$ cat src/acr_pkg.sv
// register map, field positions and decode codes for the amplifier configuration block
package acr_pkg;
	localparam logic [7:0] OFS_CTRL0    = 8'ha3;
	localparam logic [7:0] OFS_CTRL1    = 8'ha4;
	localparam logic [7:0] OFS_CTRL2    = 8'ha5;
	localparam logic [7:0] OFS_CTRL3    = 8'ha6;
	localparam logic [7:0] OFS_OVR_CTRL = 8'ha7;
	localparam logic [7:0] OFS_OVR_SRC  = 8'ha9;
	localparam logic [7:0] RST_REG      = 8'h00;
	// control 0 fields
	localparam int BIT_ENABLE   = 7;
	localparam int BIT_PUMP     = 5;
	localparam int BIT_UNITY    = 3;
	localparam int LSB_SWMODE   = 0;
	localparam logic [7:0] MSK_CTRL0 = 8'hab;
	// control 1 fields
	localparam int LSB_GAIN     = 4;
	localparam int BIT_LADDER   = 3;
	localparam int LSB_NPIN     = 0;
	localparam logic [7:0] MSK_CTRL1 = 8'h7f;
	// control 2 fields
	localparam int LSB_NCH      = 4;
	localparam int LSB_PCH      = 0;
	localparam logic [7:0] MSK_CTRL2 = 8'h77;
	// control 3 fields
	localparam int LSB_FB       = 6;
	localparam int LSB_PPIN     = 0;
	localparam logic [7:0] MSK_CTRL3 = 8'hc3;
	// override control and override source fields
	localparam int BIT_OVR_EN   = 7;
	localparam int LSB_HIGH_CFG = 4;
	localparam int BIT_OVR_POL  = 3;
	localparam int LSB_LOW_CFG  = 0;
	localparam logic [7:0] MSK_OVR_SRC = 8'h1f;
	localparam logic [4:0] OVR_SRC_MAX = 5'h15;
	// software output mode codes
	localparam logic [1:0] SW_NORMAL = 2'h0;
	localparam logic [1:0] SW_LOW    = 2'h1;
	localparam logic [1:0] SW_HIGH   = 2'h2;
	// override configuration codes
	localparam logic [2:0] HW_USER   = 3'h0;
	localparam logic [2:0] HW_UNITY  = 3'h4;
	localparam logic [2:0] HW_RAIL   = 3'h7;
	// inverting channel codes
	localparam logic [2:0] NCH_NONE  = 3'h0;
	localparam logic [2:0] NCH_LAD   = 3'h1;
	localparam logic [2:0] NCH_PIN   = 3'h2;
	localparam logic [2:0] NCH_CNV1  = 3'h4;
	localparam logic [2:0] NCH_CNV2  = 3'h5;
	// noninverting channel codes
	localparam logic [2:0] PCH_VSS   = 3'h0;
	localparam logic [2:0] PCH_LAD   = 3'h1;
	localparam logic [2:0] PCH_PIN   = 3'h2;
	localparam logic [2:0] PCH_HALF  = 3'h3;
	localparam logic [2:0] PCH_CNV1  = 3'h4;
	localparam logic [2:0] PCH_CNV2  = 3'h5;
	// feedback codes
	localparam logic [1:0] FB_NONE   = 2'h0;
	localparam logic [1:0] FB_VDD    = 2'h1;
	localparam logic [1:0] FB_OUTPIN = 2'h2;
	// inverting pin select: supply code and highest pin code
	localparam logic [2:0] NPIN_VSS  = 3'h7;
	localparam logic [2:0] NPIN_MAX  = 3'h3;
endpackage : acr_pkg

$ cat src/acr_regs.sv
// amplifier configuration registers, hardware override and analog switch decode
//
// Behaviour
// - enable bit 7 of control 0; clear switches amplifier off entirely.
// - charge pump bit 5 of control 0 turns the pump on or off.
// - unity gain bit 3 ties output to inverting input, frees inverting pins.
// - software output mode: 10 high rail, 01 low rail, 00 normal, 11 reserved.
// - three-bit gain field picks one of eight ladder tap pairs.
// - ladder enable bit 3 of control 1 connects ladder; clear keeps it off.
// - inverting pin select: 000-011 pins 0-3, 111 low supply, rest reserved.
// - inverting channel: none, ladder, pin, converter 1, converter 2.
// - noninverting channel: low supply, ladder, pin, half supply, two converters.
// - feedback field bits 7:6 of control 3: none, high supply, output pin.
// - noninverting pin select maps codes 0-3 onto pins 0-3.
// - override enable bit 7 takes mode from high or low config fields.
// - high config: 111 high rail, 100 unity gain, 000 user feedback.
// - override control register resets to zero, all bits read and write.
// - converter channel pin choice overrides both pin select fields.
// - output routed to converter keeps output pin away from general use.
// - low config: 111 low rail, 100 unity gain, 000 user feedback.
// - polarity bit 3 inverts the override input when set.
// - five-bit override source select; codes above 10101 reserved.
//
// Timing
// every output is a flop, fed by the registers except outpin_gpio_block, so a write shows one edge later
// read data stands for one cycle after the read strobe and is zero otherwise
// override sources pass two flops each before the select mux, then the output flop
// changing the source select acts at once on the already synchronised levels
//
// Limitations
// reserved codes are stored as written and close no switch
// the converter pin override reaches inverting pins 0 to 3 only, never the low supply
// the offset trim register is not kept here; its address reads zero
// pin and channel switches open whenever the amplifier is disabled
// ninv_free follows the unity choice even while disabled
// a write and a read may follow back to back with no gap
`timescale 1ns/1ps
`default_nettype none
module acr_regs (
	input  wire logic       clock,
	input  wire logic       resetn,
	input  wire logic [7:0] addr,
	input  wire logic [7:0] wdata,
	input  wire logic       wr,
	input  wire logic       rd,
	output logic      [7:0] rdata,
	input  wire logic [31:0] ovr_sources,
	input  wire logic       conv_route,
	input  wire logic       conv_sel_valid,
	input  wire logic [1:0] conv_ppin,
	input  wire logic [1:0] conv_npin,
	output logic            amp_on,
	output logic            pump_on,
	output logic            unity_fb,
	output logic            rail_high,
	output logic            rail_low,
	output logic            ladder_on,
	output logic      [7:0] ladder_tap,
	output logic      [3:0] npin_on,
	output logic            nvss_on,
	output logic            ninv_free,
	output logic      [4:0] nch_on,
	output logic      [5:0] pch_on,
	output logic      [3:0] ppin_on,
	output logic      [1:0] fb_on,
	output logic            outpin_gpio_block
);
	logic [7:0] ctrl0_r;
	logic [7:0] ctrl1_r;
	logic [7:0] ctrl2_r;
	logic [7:0] ctrl3_r;
	logic [7:0] ovr_ctrl_r;
	logic [7:0] ovr_src_r;
	logic [7:0] rdata_nxt;
	logic [31:0] src_meta_r;
	logic [31:0] src_sync_r;
	logic       src_pick;
	logic       ovr_level;
	logic [2:0] hw_cfg;
	logic       use_unity;
	logic       use_high;
	logic       use_low;
	logic [1:0] ppin_sel;
	logic [2:0] npin_sel;
	logic [2:0] gain;

	// one-hot pin decode, used for both pin select fields
	function automatic logic [3:0] pin_hot(input logic [1:0] code);
		pin_hot = 4'h1 << code;
	endfunction : pin_hot

	// register writes; unwritable bits are masked so they read back as zero
	always_ff @(posedge clock or negedge resetn) begin
		if (!resetn) begin
			ctrl0_r    <= acr_pkg::RST_REG;
			ctrl1_r    <= acr_pkg::RST_REG;
			ctrl2_r    <= acr_pkg::RST_REG;
			ctrl3_r    <= acr_pkg::RST_REG;
			ovr_ctrl_r <= acr_pkg::RST_REG;
			ovr_src_r  <= acr_pkg::RST_REG;
		end else if (wr) begin
			unique case (addr)
				acr_pkg::OFS_CTRL0:    ctrl0_r    <= wdata & acr_pkg::MSK_CTRL0;
				acr_pkg::OFS_CTRL1:    ctrl1_r    <= wdata & acr_pkg::MSK_CTRL1;
				acr_pkg::OFS_CTRL2:    ctrl2_r    <= wdata & acr_pkg::MSK_CTRL2;
				acr_pkg::OFS_CTRL3:    ctrl3_r    <= wdata & acr_pkg::MSK_CTRL3;
				acr_pkg::OFS_OVR_CTRL: ovr_ctrl_r <= wdata;
				acr_pkg::OFS_OVR_SRC:  ovr_src_r  <= wdata & acr_pkg::MSK_OVR_SRC;
				default: ;
			endcase
		end
	end

	// read mux; unmapped addresses read zero
	always_comb begin
		unique case (addr)
			acr_pkg::OFS_CTRL0:    rdata_nxt = ctrl0_r;
			acr_pkg::OFS_CTRL1:    rdata_nxt = ctrl1_r;
			acr_pkg::OFS_CTRL2:    rdata_nxt = ctrl2_r;
			acr_pkg::OFS_CTRL3:    rdata_nxt = ctrl3_r;
			acr_pkg::OFS_OVR_CTRL: rdata_nxt = ovr_ctrl_r;
			acr_pkg::OFS_OVR_SRC:  rdata_nxt = ovr_src_r;
			default:               rdata_nxt = 8'h00;
		endcase
	end

	// read data stands only in the cycle after the strobe
	always_ff @(posedge clock or negedge resetn) begin
		if (!resetn) begin
			rdata <= 8'h00;
		end else begin
			rdata <= rd ? rdata_nxt : 8'h00;
		end
	end

	// override sources may come from other clock trees; each one gets its own
	// first stage, costing 32 flops but keeping the select mux off metastable levels
	always_ff @(posedge clock or negedge resetn) begin
		if (!resetn) begin
			src_meta_r <= 32'h0000_0000;
		end else begin
			src_meta_r <= ovr_sources;
		end
	end

	// second stage; nothing but this flop reads the first stage
	always_ff @(posedge clock or negedge resetn) begin
		if (!resetn) begin
			src_sync_r <= 32'h0000_0000;
		end else begin
			src_sync_r <= src_meta_r;
		end
	end

	// source pick; reserved source codes select nothing and hold src_pick low, so the polarity bit alone sets the level
	always_comb begin
		src_pick = 1'b0;
		if (ovr_src_r[4:0] <= acr_pkg::OVR_SRC_MAX) begin
			src_pick = src_sync_r[ovr_src_r[4:0]];
		end
	end

	// mode selection: override fields or software bits
	always_comb begin
		ovr_level = src_pick ^ ovr_ctrl_r[acr_pkg::BIT_OVR_POL];
		hw_cfg    = ovr_level ? ovr_ctrl_r[acr_pkg::LSB_HIGH_CFG +: 3]
		                      : ovr_ctrl_r[acr_pkg::LSB_LOW_CFG +: 3];
		if (ovr_ctrl_r[acr_pkg::BIT_OVR_EN]) begin
			// reserved override codes fall back to user feedback
			use_unity = (hw_cfg == acr_pkg::HW_UNITY);
			use_high  = (hw_cfg == acr_pkg::HW_RAIL) && ovr_level;
			use_low   = (hw_cfg == acr_pkg::HW_RAIL) && !ovr_level;
		end else begin
			use_unity = ctrl0_r[acr_pkg::BIT_UNITY];
			use_high  = ctrl0_r[acr_pkg::LSB_SWMODE +: 2] == acr_pkg::SW_HIGH;
			use_low   = ctrl0_r[acr_pkg::LSB_SWMODE +: 2] == acr_pkg::SW_LOW;
		end
	end

	// pin choice: converter channel selection wins while routed to the converter with conv_sel_valid high
	always_comb begin
		gain = ctrl1_r[acr_pkg::LSB_GAIN +: 3];
		if (conv_route && conv_sel_valid) begin
			ppin_sel = conv_ppin;
			npin_sel = {1'b0, conv_npin};
		end else begin
			ppin_sel = ctrl3_r[acr_pkg::LSB_PPIN +: 2];
			npin_sel = ctrl1_r[acr_pkg::LSB_NPIN +: 3];
		end
	end

	// enable; every output below except ninv_free and outpin_gpio_block is gated by it so a disabled amplifier is quiet
	always_ff @(posedge clock or negedge resetn) begin
		if (!resetn) begin
			amp_on <= 1'b0;
		end else begin
			amp_on <= ctrl0_r[acr_pkg::BIT_ENABLE];
		end
	end

	// charge pump; held off while disabled so the low power state draws nothing
	always_ff @(posedge clock or negedge resetn) begin
		if (!resetn) begin
			pump_on <= 1'b0;
		end else begin
			pump_on <= ctrl0_r[acr_pkg::BIT_ENABLE] & ctrl0_r[acr_pkg::BIT_PUMP];
		end
	end

	// unity feedback switch from output to inverting input
	always_ff @(posedge clock or negedge resetn) begin
		if (!resetn) begin
			unity_fb <= 1'b0;
		end else begin
			unity_fb <= ctrl0_r[acr_pkg::BIT_ENABLE] & use_unity;
		end
	end

	// rail drive; the two decodes are exclusive so both rails are never driven
	always_ff @(posedge clock or negedge resetn) begin
		if (!resetn) begin
			rail_high <= 1'b0;
			rail_low  <= 1'b0;
		end else begin
			rail_high <= ctrl0_r[acr_pkg::BIT_ENABLE] & use_high;
			rail_low  <= ctrl0_r[acr_pkg::BIT_ENABLE] & use_low;
		end
	end

	// inverting pins freed for general use; not gated by enable, so software
	// may hand the pins over before the amplifier is switched on
	always_ff @(posedge clock or negedge resetn) begin
		if (!resetn) begin
			ninv_free <= 1'b0;
		end else begin
			ninv_free <= use_unity;
		end
	end

	// output pin withheld from general use while the output feeds the converter
	always_ff @(posedge clock or negedge resetn) begin
		if (!resetn) begin
			outpin_gpio_block <= 1'b0;
		end else begin
			outpin_gpio_block <= conv_route;
		end
	end

	// ladder connection switch
	always_ff @(posedge clock or negedge resetn) begin
		if (!resetn) begin
			ladder_on <= 1'b0;
		end else begin
			ladder_on <= ctrl0_r[acr_pkg::BIT_ENABLE] & ctrl1_r[acr_pkg::BIT_LADDER];
		end
	end

	// ladder tap: one-hot only with the ladder connected
	always_ff @(posedge clock or negedge resetn) begin
		if (!resetn) begin
			ladder_tap <= 8'h00;
		end else begin
			ladder_tap <= (ctrl0_r[acr_pkg::BIT_ENABLE] & ctrl1_r[acr_pkg::BIT_LADDER])
				? (8'h01 << gain) : 8'h00;
		end
	end

	// inverting side switches; unity gain disconnects the inverting pins
	always_ff @(posedge clock or negedge resetn) begin
		if (!resetn) begin
			npin_on <= 4'h0;
			nvss_on <= 1'b0;
			nch_on  <= 5'h00;
		end else begin
			npin_on <= 4'h0;
			nvss_on <= 1'b0;
			nch_on  <= 5'h00;
			if (ctrl0_r[acr_pkg::BIT_ENABLE] && !use_unity) begin
				unique case (ctrl2_r[acr_pkg::LSB_NCH +: 3])
					acr_pkg::NCH_NONE: ;
					acr_pkg::NCH_LAD:  nch_on <= 5'h01;
					acr_pkg::NCH_PIN: begin
						nch_on <= 5'h02;
						if (npin_sel <= acr_pkg::NPIN_MAX) begin
							npin_on <= pin_hot(npin_sel[1:0]);
						end else if (npin_sel == acr_pkg::NPIN_VSS) begin
							nvss_on <= 1'b1;
						end
					end
					acr_pkg::NCH_CNV1: nch_on <= 5'h08;
					acr_pkg::NCH_CNV2: nch_on <= 5'h10;
					default: ;
				endcase
			end
		end
	end

	// noninverting side switches
	always_ff @(posedge clock or negedge resetn) begin
		if (!resetn) begin
			pch_on  <= 6'h00;
			ppin_on <= 4'h0;
		end else begin
			pch_on  <= 6'h00;
			ppin_on <= 4'h0;
			if (ctrl0_r[acr_pkg::BIT_ENABLE]) begin
				unique case (ctrl2_r[acr_pkg::LSB_PCH +: 3])
					acr_pkg::PCH_VSS:  pch_on <= 6'h01;
					acr_pkg::PCH_LAD:  pch_on <= 6'h02;
					acr_pkg::PCH_PIN: begin
						pch_on  <= 6'h04;
						ppin_on <= pin_hot(ppin_sel);
					end
					acr_pkg::PCH_HALF: pch_on <= 6'h08;
					acr_pkg::PCH_CNV1: pch_on <= 6'h10;
					acr_pkg::PCH_CNV2: pch_on <= 6'h20;
					default: ;
				endcase
			end
		end
	end

	// feedback switches; both closed would tie the high supply to the output pin
	always_ff @(posedge clock or negedge resetn) begin
		if (!resetn) begin
			fb_on <= 2'h0;
		end else begin
			fb_on <= 2'h0;
			if (ctrl0_r[acr_pkg::BIT_ENABLE]) begin
				unique case (ctrl3_r[acr_pkg::LSB_FB +: 2])
					acr_pkg::FB_NONE:   ;
					acr_pkg::FB_VDD:    fb_on <= 2'h1;
					acr_pkg::FB_OUTPIN: fb_on <= 2'h2;
					default: ;
				endcase
			end
		end
	end
endmodule : acr_regs
`default_nettype wire

$ cat config.mk
export PLATFORM = sky130hd
export DESIGN_NAME = acr_regs
export DESIGN_NICKNAME = d
export VERILOG_FILES = /design/src/acr_pkg.sv /design/src/acr_regs.sv
export SDC_FILE = /design/constraint.sdc
export NUM_CORES = 1
export LEC_CHECK = 0
export BUFFER_PORTS_ARGS = -buffer_cell sky130_fd_sc_hd__buf_2
export CAP_MARGIN = 20
export CORE_ASPECT_RATIO = 0.9
export CORE_MARGIN = 3
export CORE_UTILIZATION = 27
export CTS_BUF_LIST = sky130_fd_sc_hd__clkbuf_8
export DETAILED_ROUTE_END_ITERATION = 12
export GPL_ROUTABILITY_DRIVEN = 0
export GPL_TIMING_DRIVEN = 0
export PLACE_DENSITY_LB_ADDON = 0.3
export SKIP_CTS_REPAIR_TIMING = 1
export SLEW_MARGIN = 20
export SYNTH_ARGS = -nofsm -noshare
export SYNTH_HDL_FRONTEND = slang
export SYNTH_SLANG_ARGS = --single-unit
$ cat constraint.sdc
create_clock -name clock -period 2.03 [get_ports clock]
set_input_delay 0.203 -clock clock [delete_from_list [all_inputs] [get_ports clock]]
set_output_delay 0.203 -clock clock [all_outputs]
set_load 0.02 [all_outputs]
Word-level counts from Yosys, hierarchy flattened
Index checks and enable logic that the tools add are counted.
{"block": "totals", "regBits": 145, "input_bits": 58, "word_cells": 98}
{"block": "classes", "order_cmp": 3, "eq_ne": 22, "n_shift": 3, "n_mux": 27, "n_bitwise": 6, "n_reduce_logical": 13}
{"op": "$eq A8 B8 Y1 const B", "n": 6}
{"op": "$pmux W8 S6", "n": 1}
{"op": "$pmux W6 S6", "n": 1}
{"op": "$eq A3 B3 Y1 const B", "n": 7}
{"op": "$mux W4", "n": 5}
{"op": "$pmux W5 S4", "n": 1}
{"op": "$mux W8", "n": 2}
{"op": "$reduce_and A2 Y1", "n": 6}
{"op": "$eq A3 B2 Y1 const B", "n": 3}
{"op": "$mux W1", "n": 9}
{"op": "$shl A1 B2 Y4 const A", "n": 2}
{"op": "$shl A1 B3 Y8 const A", "n": 1}
{"op": "$eq A3 B1 Y1 const B", "n": 2}
{"op": "$lt A5 B6 Y1 const B", "n": 1}
{"op": "$mux W3", "n": 2}
{"op": "$mux W6", "n": 1}
{"op": "$and A1 B1 Y1", "n": 5}
{"op": "$bmux W1 S5", "n": 1}
{"op": "$le A5 B5 Y1 const B", "n": 1}
{"op": "$mux W5", "n": 1}
{"op": "$eq A2 B1 Y1 const B", "n": 2}
{"op": "$eq A2 B2 Y1 const B", "n": 2}
{"op": "$logic_and A1 B1 Y1", "n": 4}
{"op": "$mux W2", "n": 2}
{"op": "5 further kinds", "n": 6}

Logic depth before layout (Yosys ltp)
{"block": "logic_depth", "ltp_word": 10, "mapped_depth": 7, "ltp_nobuf": 6}

Worst setup path before layout
No wires, ideal clock.
{"block": "synth_path", "path_type": "reg2reg", "from": "register ovr_src_r[0]", "to": "register nch_on[4]", "arrival_ns": 1.793, "path_slack_ns": 0.100, "path_stages_with_launch": 8, "path_buffers": 1, "synth_period_minus_slack_ns": 1.930, "path_cell_list": "dfrtp_1 > buf_6 > mux2_4 > a222oi_1 > nand4b_1 > nand3_2 > mux2i_2 > nor3b_1"}
{"block": "synth_between", "elab_chain_len": 10, "word_cells_on_any_way": 11}
{"item": "start, declared", "line": "acr_regs.sv:73", "source": "logic [7:0] ovr_src_r;"}
{"item": "start signal, assigned", "line": "acr_regs.sv:100", "source": "ovr_src_r <= acr_pkg::RST_REG;"}
{"item": "start signal, assigned", "line": "acr_regs.sv:108", "source": "acr_pkg::OFS_OVR_SRC: ovr_src_r <= wdata & acr_pkg::MSK_OVR_SRC;"}
{"item": "$bmux W1 S5", "line": "acr_regs.sv:159", "source": "src_pick = src_sync_r[ovr_src_r[4:0]];"}
{"item": "$mux W1 (not written as such)", "line": "acr_regs.sv:159"}
{"item": "$mux W1 *", "line": "acr_regs.sv:158", "source": "if (ovr_src_r[4:0] <= acr_pkg::OVR_SRC_MAX) begin"}
{"item": "$xor A1 B1 Y1 *", "line": "acr_regs.sv:165", "source": "ovr_level = src_pick ^ ovr_ctrl_r[acr_pkg::BIT_OVR_POL];"}
{"item": "$mux W3 *", "line": "acr_regs.sv:166", "source": "hw_cfg = ovr_level ? ovr_ctrl_r[acr_pkg::LSB_HIGH_CFG +: 3]"}
{"item": "$eq A3 B3 Y1 *", "line": "acr_regs.sv:170", "source": "use_unity = (hw_cfg == acr_pkg::HW_UNITY);"}
{"item": "$mux W1 *", "line": "acr_regs.sv:168", "source": "if (ovr_ctrl_r[acr_pkg::BIT_OVR_EN]) begin"}
{"item": "$logic_not A1 Y1 *", "line": "acr_regs.sv:278", "source": "if (ctrl0_r[acr_pkg::BIT_ENABLE] && !use_unity) begin"}
{"item": "$logic_and A1 B1 Y1 *", "line": "acr_regs.sv:278"}
{"item": "$mux W5 *", "line": "acr_regs.sv:278"}
{"item": "end signal, assigned", "line": "acr_regs.sv:277", "source": "nch_on <= 5'h00;"}
{"item": "end signal, assigned", "line": "acr_regs.sv:281", "source": "acr_pkg::NCH_LAD: nch_on <= 5'h01;"}
{"item": "end signal, assigned", "line": "acr_regs.sv:283", "source": "nch_on <= 5'h02;"}
{"item": "end, declared", "line": "acr_regs.sv:62", "source": "output logic [4:0] nch_on,"}
Every way passes the cells marked *; elsewhere a longest branch is shown, timed or not. The select of a mux whose other input is x is not followed.
A chain may end at the register's enable or synchronous reset.

Worst setup path after layout
{"block": "layout_path", "from": "register ovr_src_r[0]", "to": "register nch_on[0]"}
The elaborated chain is that of the path after synthesis.

==> impl.org <==
** Status
- Run status :: complete, but fails checks
- The checks that failed: setup timing.

** Floorplan
- The die is 131 microns tall.
- Num rows :: 44
- Placeable core area :: 16500 sq um
- For this configuration, the core starts out at a cell density of 28.3%.
- The floorplan step set the die width to 145 microns.
- The die covers 18900 sq um.
- Boundary Pins :: 104

** Logic synthesis
- The mapped netlist covers 4670 sq um.
- The average instance in the mapped netlist occupies 13.8 sq um.
- Of the post-synthesis cell area, the dominant cell type holds 66.4%.
- Library cell occupying the most area in the post-synthesis netlist :: sky130_fd_sc_hd__dfrtp_1
- Register bit total from synthesis :: 124
- In the synthesized netlist the async set-or-reset flop fraction comes to 100%.
- Number of distinct library cells after synthesis :: 50
- Among all flip-flop cells after synthesis, the most frequent one is sky130_fd_sc_hd__dfrtp_1.
- Ranking of synthesized cells by area :: sky130_fd_sc_hd__dfrtp_1 66%, sky130_fd_sc_hd__mux2_2 10%, sky130_fd_sc_hd__nor2_1 2.2%
- The Yosys step of the flow raised 0 warnings.
- Seq/Total Area, Yosys :: 66.4%
- Syn_nets :: 396
- EDFF count, synth :: 0
- Count of mapped cells out of synthesis :: 338

** Worst setup path
- Number of buffers and inverters on the critical path :: 3
- Nature of the critical path endpoint :: flip-flop
- Grouping stages by cell kind, the critical path spends the most delay in buffers and inverters.
- Most common cell on crit path :: sky130_fd_sc_hd__buf_12
- STA puts the critical path data required time at 2370 ps.
- Of all nets on the critical path, the largest fanout is 7.
- Crit path launch type :: flip-flop
- Crit-path max cell delay :: 440 ps
- Data on the critical path arrives at its endpoint at 2490 ps.
- The slowest stage of the critical path belongs to the cell sky130_fd_sc_hd__dfrtp_2.
- Levels on crit path :: 9
- Cell chain of the critical path :: buf_12, buf_4, mux2i_1, a22oi_1, a211o_1, nand3_4, mux2i_4, buf_12, nor4bb_4
- Counting cells, the worst reg-to-reg path comes to 9.
- The worst setup path is of the flip-flop to flip-flop kind.

** Clocking
- The later pin in the worst-skew pair is clocked with a latency of 440 ps.
- Clock tree from TritonCTS :: built
- The tree built by TritonCTS fans out to 124 sinks.
- The clock passes through at most 2 buffers.
- The clock tree synthesis step divided the H-tree into 4 levels.
- Post-CTS clock slew at the launch and capture registers of the worst setup and hold paths :: 80 ps
- Counting the buffers created by CTS gives 17.
- The cell sitting at the root of the clock tree is a sky130_fd_sc_hd__clkbuf_8.

** STA
- The final hold violation count is 0.
- Between clock sinks in the finished design, the worst skew comes to 14.4 ps.
- Max-slew violation total from the final report :: 0
- Final Critical Period :: 2150 ps
- Final worst hold slack :: 32.6 ps
- Setup repair after global routing could not meet its margin everywhere.
- At the pin with the least slew margin, the transition time is 563 ps.
- Max Clk Rate :: 0.466 GHz
- Setup violations remaining at the end of the flow were counted as 12.
- Summed over all failing endpoints, the final setup total negative slack is -882 ps.
- Measured against its own limit, the worst slew margin works out to 62.4%.
- In the finished design, the share of the clock period the worst path needs comes to 106%.
- Across all setup checks in the final design, the least slack found is -117 ps.

** GRT
- Global-route wire length before repair :: 17100 microns
- The number of antenna violations at the first check in global routing came to 3.
- In the global route stage, overall resource usage came out at 12.1%.
- Entering global routing, the biggest net connects 72 pins.
- Via count of the first global-routing pass :: 3212
- The total overflow left after global routing is 0.

** Power
- In this run the static leakage power is 2.96 nW.
- The design draws 5.21 mW.
- Across the VDD grid, the largest voltage drop is 0.377 mV.
- PD cells :: 840 nW/um^2

** Placement
- After detailed placement, the total cell area comes to 5420 sq um.
- Post-detailed-placement half-perimeter wirelength :: 8080 microns
- Placed cell count :: 636
- Input and output buffers added on the ports amount to 90.
- DP Worst Slack :: -355 ps

** Route
- Number of vias after detailed routing :: 3188
- DRC marker count from the first detailed-route iteration :: 159
- Avg Vias per Cell :: 4.58
- Count of antenna-violating nets left after detailed routing :: 0
- Average routed wire per standard cell :: 15.9 microns
- In the routed design, unresolved DRC markers number 0.
- Router iterations before antenna repair :: 4
- For this block, the routed nets add up to 11100 microns of wire.

** Final layout
- Area taken by multi-input logic gates :: 1580 sq um
- Cells with a size suffix above 1 make up 38.9% of the layout.
- Leading cell type in the layout, fill and taps excluded :: sky130_fd_sc_hd__dfrtp_1
- Ant diodes :: 0
- Area growth syn-to-layout :: 32.6%
- Total area of sequential cells :: 3100 sq um
- The finished layout holds 696 standard cells, fillers aside.
- The library cells used most frequently in the layout, excluding fill and tap cells, are 123 x sky130_fd_sc_hd__dfrtp_1, 90 x sky130_fd_sc_hd__buf_2, 41 x sky130_fd_sc_hd__mux2_2.
- After the last flow step, the layout net total stands at 535.
- # fillers :: 1605
- Final Util :: 37.5%
- Final instance area :: 6200 sq um

** Min path
- Min-delay worst type :: input pin to flip-flop
- Worst hold stages :: 2

** Flow run
- Maximum capacitance violations :: 0
==> kinds of logic after synthesis <==
family                 share of synthesized area (%)
buffers and inverters                           1.23
AO/OA/AOI/OAI                                   5.44
XOR/XNOR                                       0.188
AND/OR/NAND/NOR                                 13.5
other                                         0.0803
multiplexers                                    13.1
flip-flops                                      66.4
==> final timing paths <==
path                                startpoint             end  slack (ps)
worst max-delay path              ovr_src_r[0]       nch_on[0]        -120
worst min-delay path                  wdata[7]   ovr_ctrl_r[7]          30
worst max register to register    ovr_src_r[0]       nch_on[0]        -120
worst min register to register  src_meta_r[19]  src_sync_r[19]         340
max in group asynchronous               resetn      ctrl1_r[1]        1050
min in group asynchronous               resetn   src_meta_r[2]         270
==> synthesized netlist by cell type, types with 2 or more instances <==
cell type and instances:
sky130_fd_sc_hd__a21oi_1 9, sky130_fd_sc_hd__a221oi_1 3, sky130_fd_sc_hd__a222oi_1 4, sky130_fd_sc_hd__a22o_1 2, sky130_fd_sc_hd__a22oi_1 5, sky130_fd_sc_hd__and2_1 7, sky130_fd_sc_hd__and3_1 3, sky130_fd_sc_hd__clkbuf_1 4
sky130_fd_sc_hd__dfrtp_1 124, sky130_fd_sc_hd__inv_1 5, sky130_fd_sc_hd__mux2_2 42, sky130_fd_sc_hd__mux2i_1 10, sky130_fd_sc_hd__nand2_1 13, sky130_fd_sc_hd__nand2b_1 6, sky130_fd_sc_hd__nand3_1 10, sky130_fd_sc_hd__nand3b_1 7
sky130_fd_sc_hd__nand4b_1 2, sky130_fd_sc_hd__nor2_1 27, sky130_fd_sc_hd__nor2b_1 11, sky130_fd_sc_hd__nor3_1 9, sky130_fd_sc_hd__nor3b_1 2, sky130_fd_sc_hd__o21a_1 2, sky130_fd_sc_hd__o21ai_0 3, sky130_fd_sc_hd__o22ai_1 2
==> state kept, by name, indices dropped and copies added, names as in the netlist, 2 cells and up <==
register and cells:
ladder_tap 8, npin_on 4, nch_on 4, src_meta_r 22, ctrl3_r 4, ctrl1_r 7
ctrl0_r 5, fb_on 2, ppin_on 4, ovr_src_r 5, ctrl2_r 6, pch_on 6
ovr_ctrl_r 8, src_sync_r 22, rdata 8
==> power breakdown <==
group | leakage [nW] | internal [mW] | switching, mW
registers | 1.62 | 2.55 | 0.0599
logic | 1.15 | 0.176 | 0.180
clock network | 0.193 | 1.24 | 0.994
==> area by class of cell <==
class | instances | share of cell area, %
Sequential cell | 124 | 50.1
Inverter | 5 | 0.303
Buffer | 7 | 0.767
Clock inverter | 13 | 2.71
Multi-Input combinational cell | 202 | 25.5
Tap cell | 207 | 4.18
Timing Repair Buffer | 120 | 12.5
Clock buffer | 18 | 4.00
==> layer usage <==
| metal | share of wire, % | vias to the layer above | wire [microns] | GRT usage (%) |
|---|---|---|---|---|
| met5 | 0.25 | - | 28 | 0 |
| met4 | 1.7 | 6 | 186 | 4.39 |
| met3 | 6.9 | 21 | 762 | 4.59 |
| met2 | 49 | 87 | 5440 | 19.4 |
| met1 | 42 | 1589 | 4650 | 15.0 |
| li1 | - | 1485 | - | - |
==> worst reg2reg max path, stage by stage (launching register included) <==
cell and delay, ps:
sky130_fd_sc_hd__dfrtp_2 440, sky130_fd_sc_hd__buf_12 140, sky130_fd_sc_hd__buf_4 170, sky130_fd_sc_hd__mux2i_1 140, sky130_fd_sc_hd__a22oi_1 190, sky130_fd_sc_hd__a211o_1 190
sky130_fd_sc_hd__nand3_4 120, sky130_fd_sc_hd__mux2i_4 230, sky130_fd_sc_hd__buf_12 160, sky130_fd_sc_hd__nor4bb_4 260
Power figures use the tool's default switching activity.
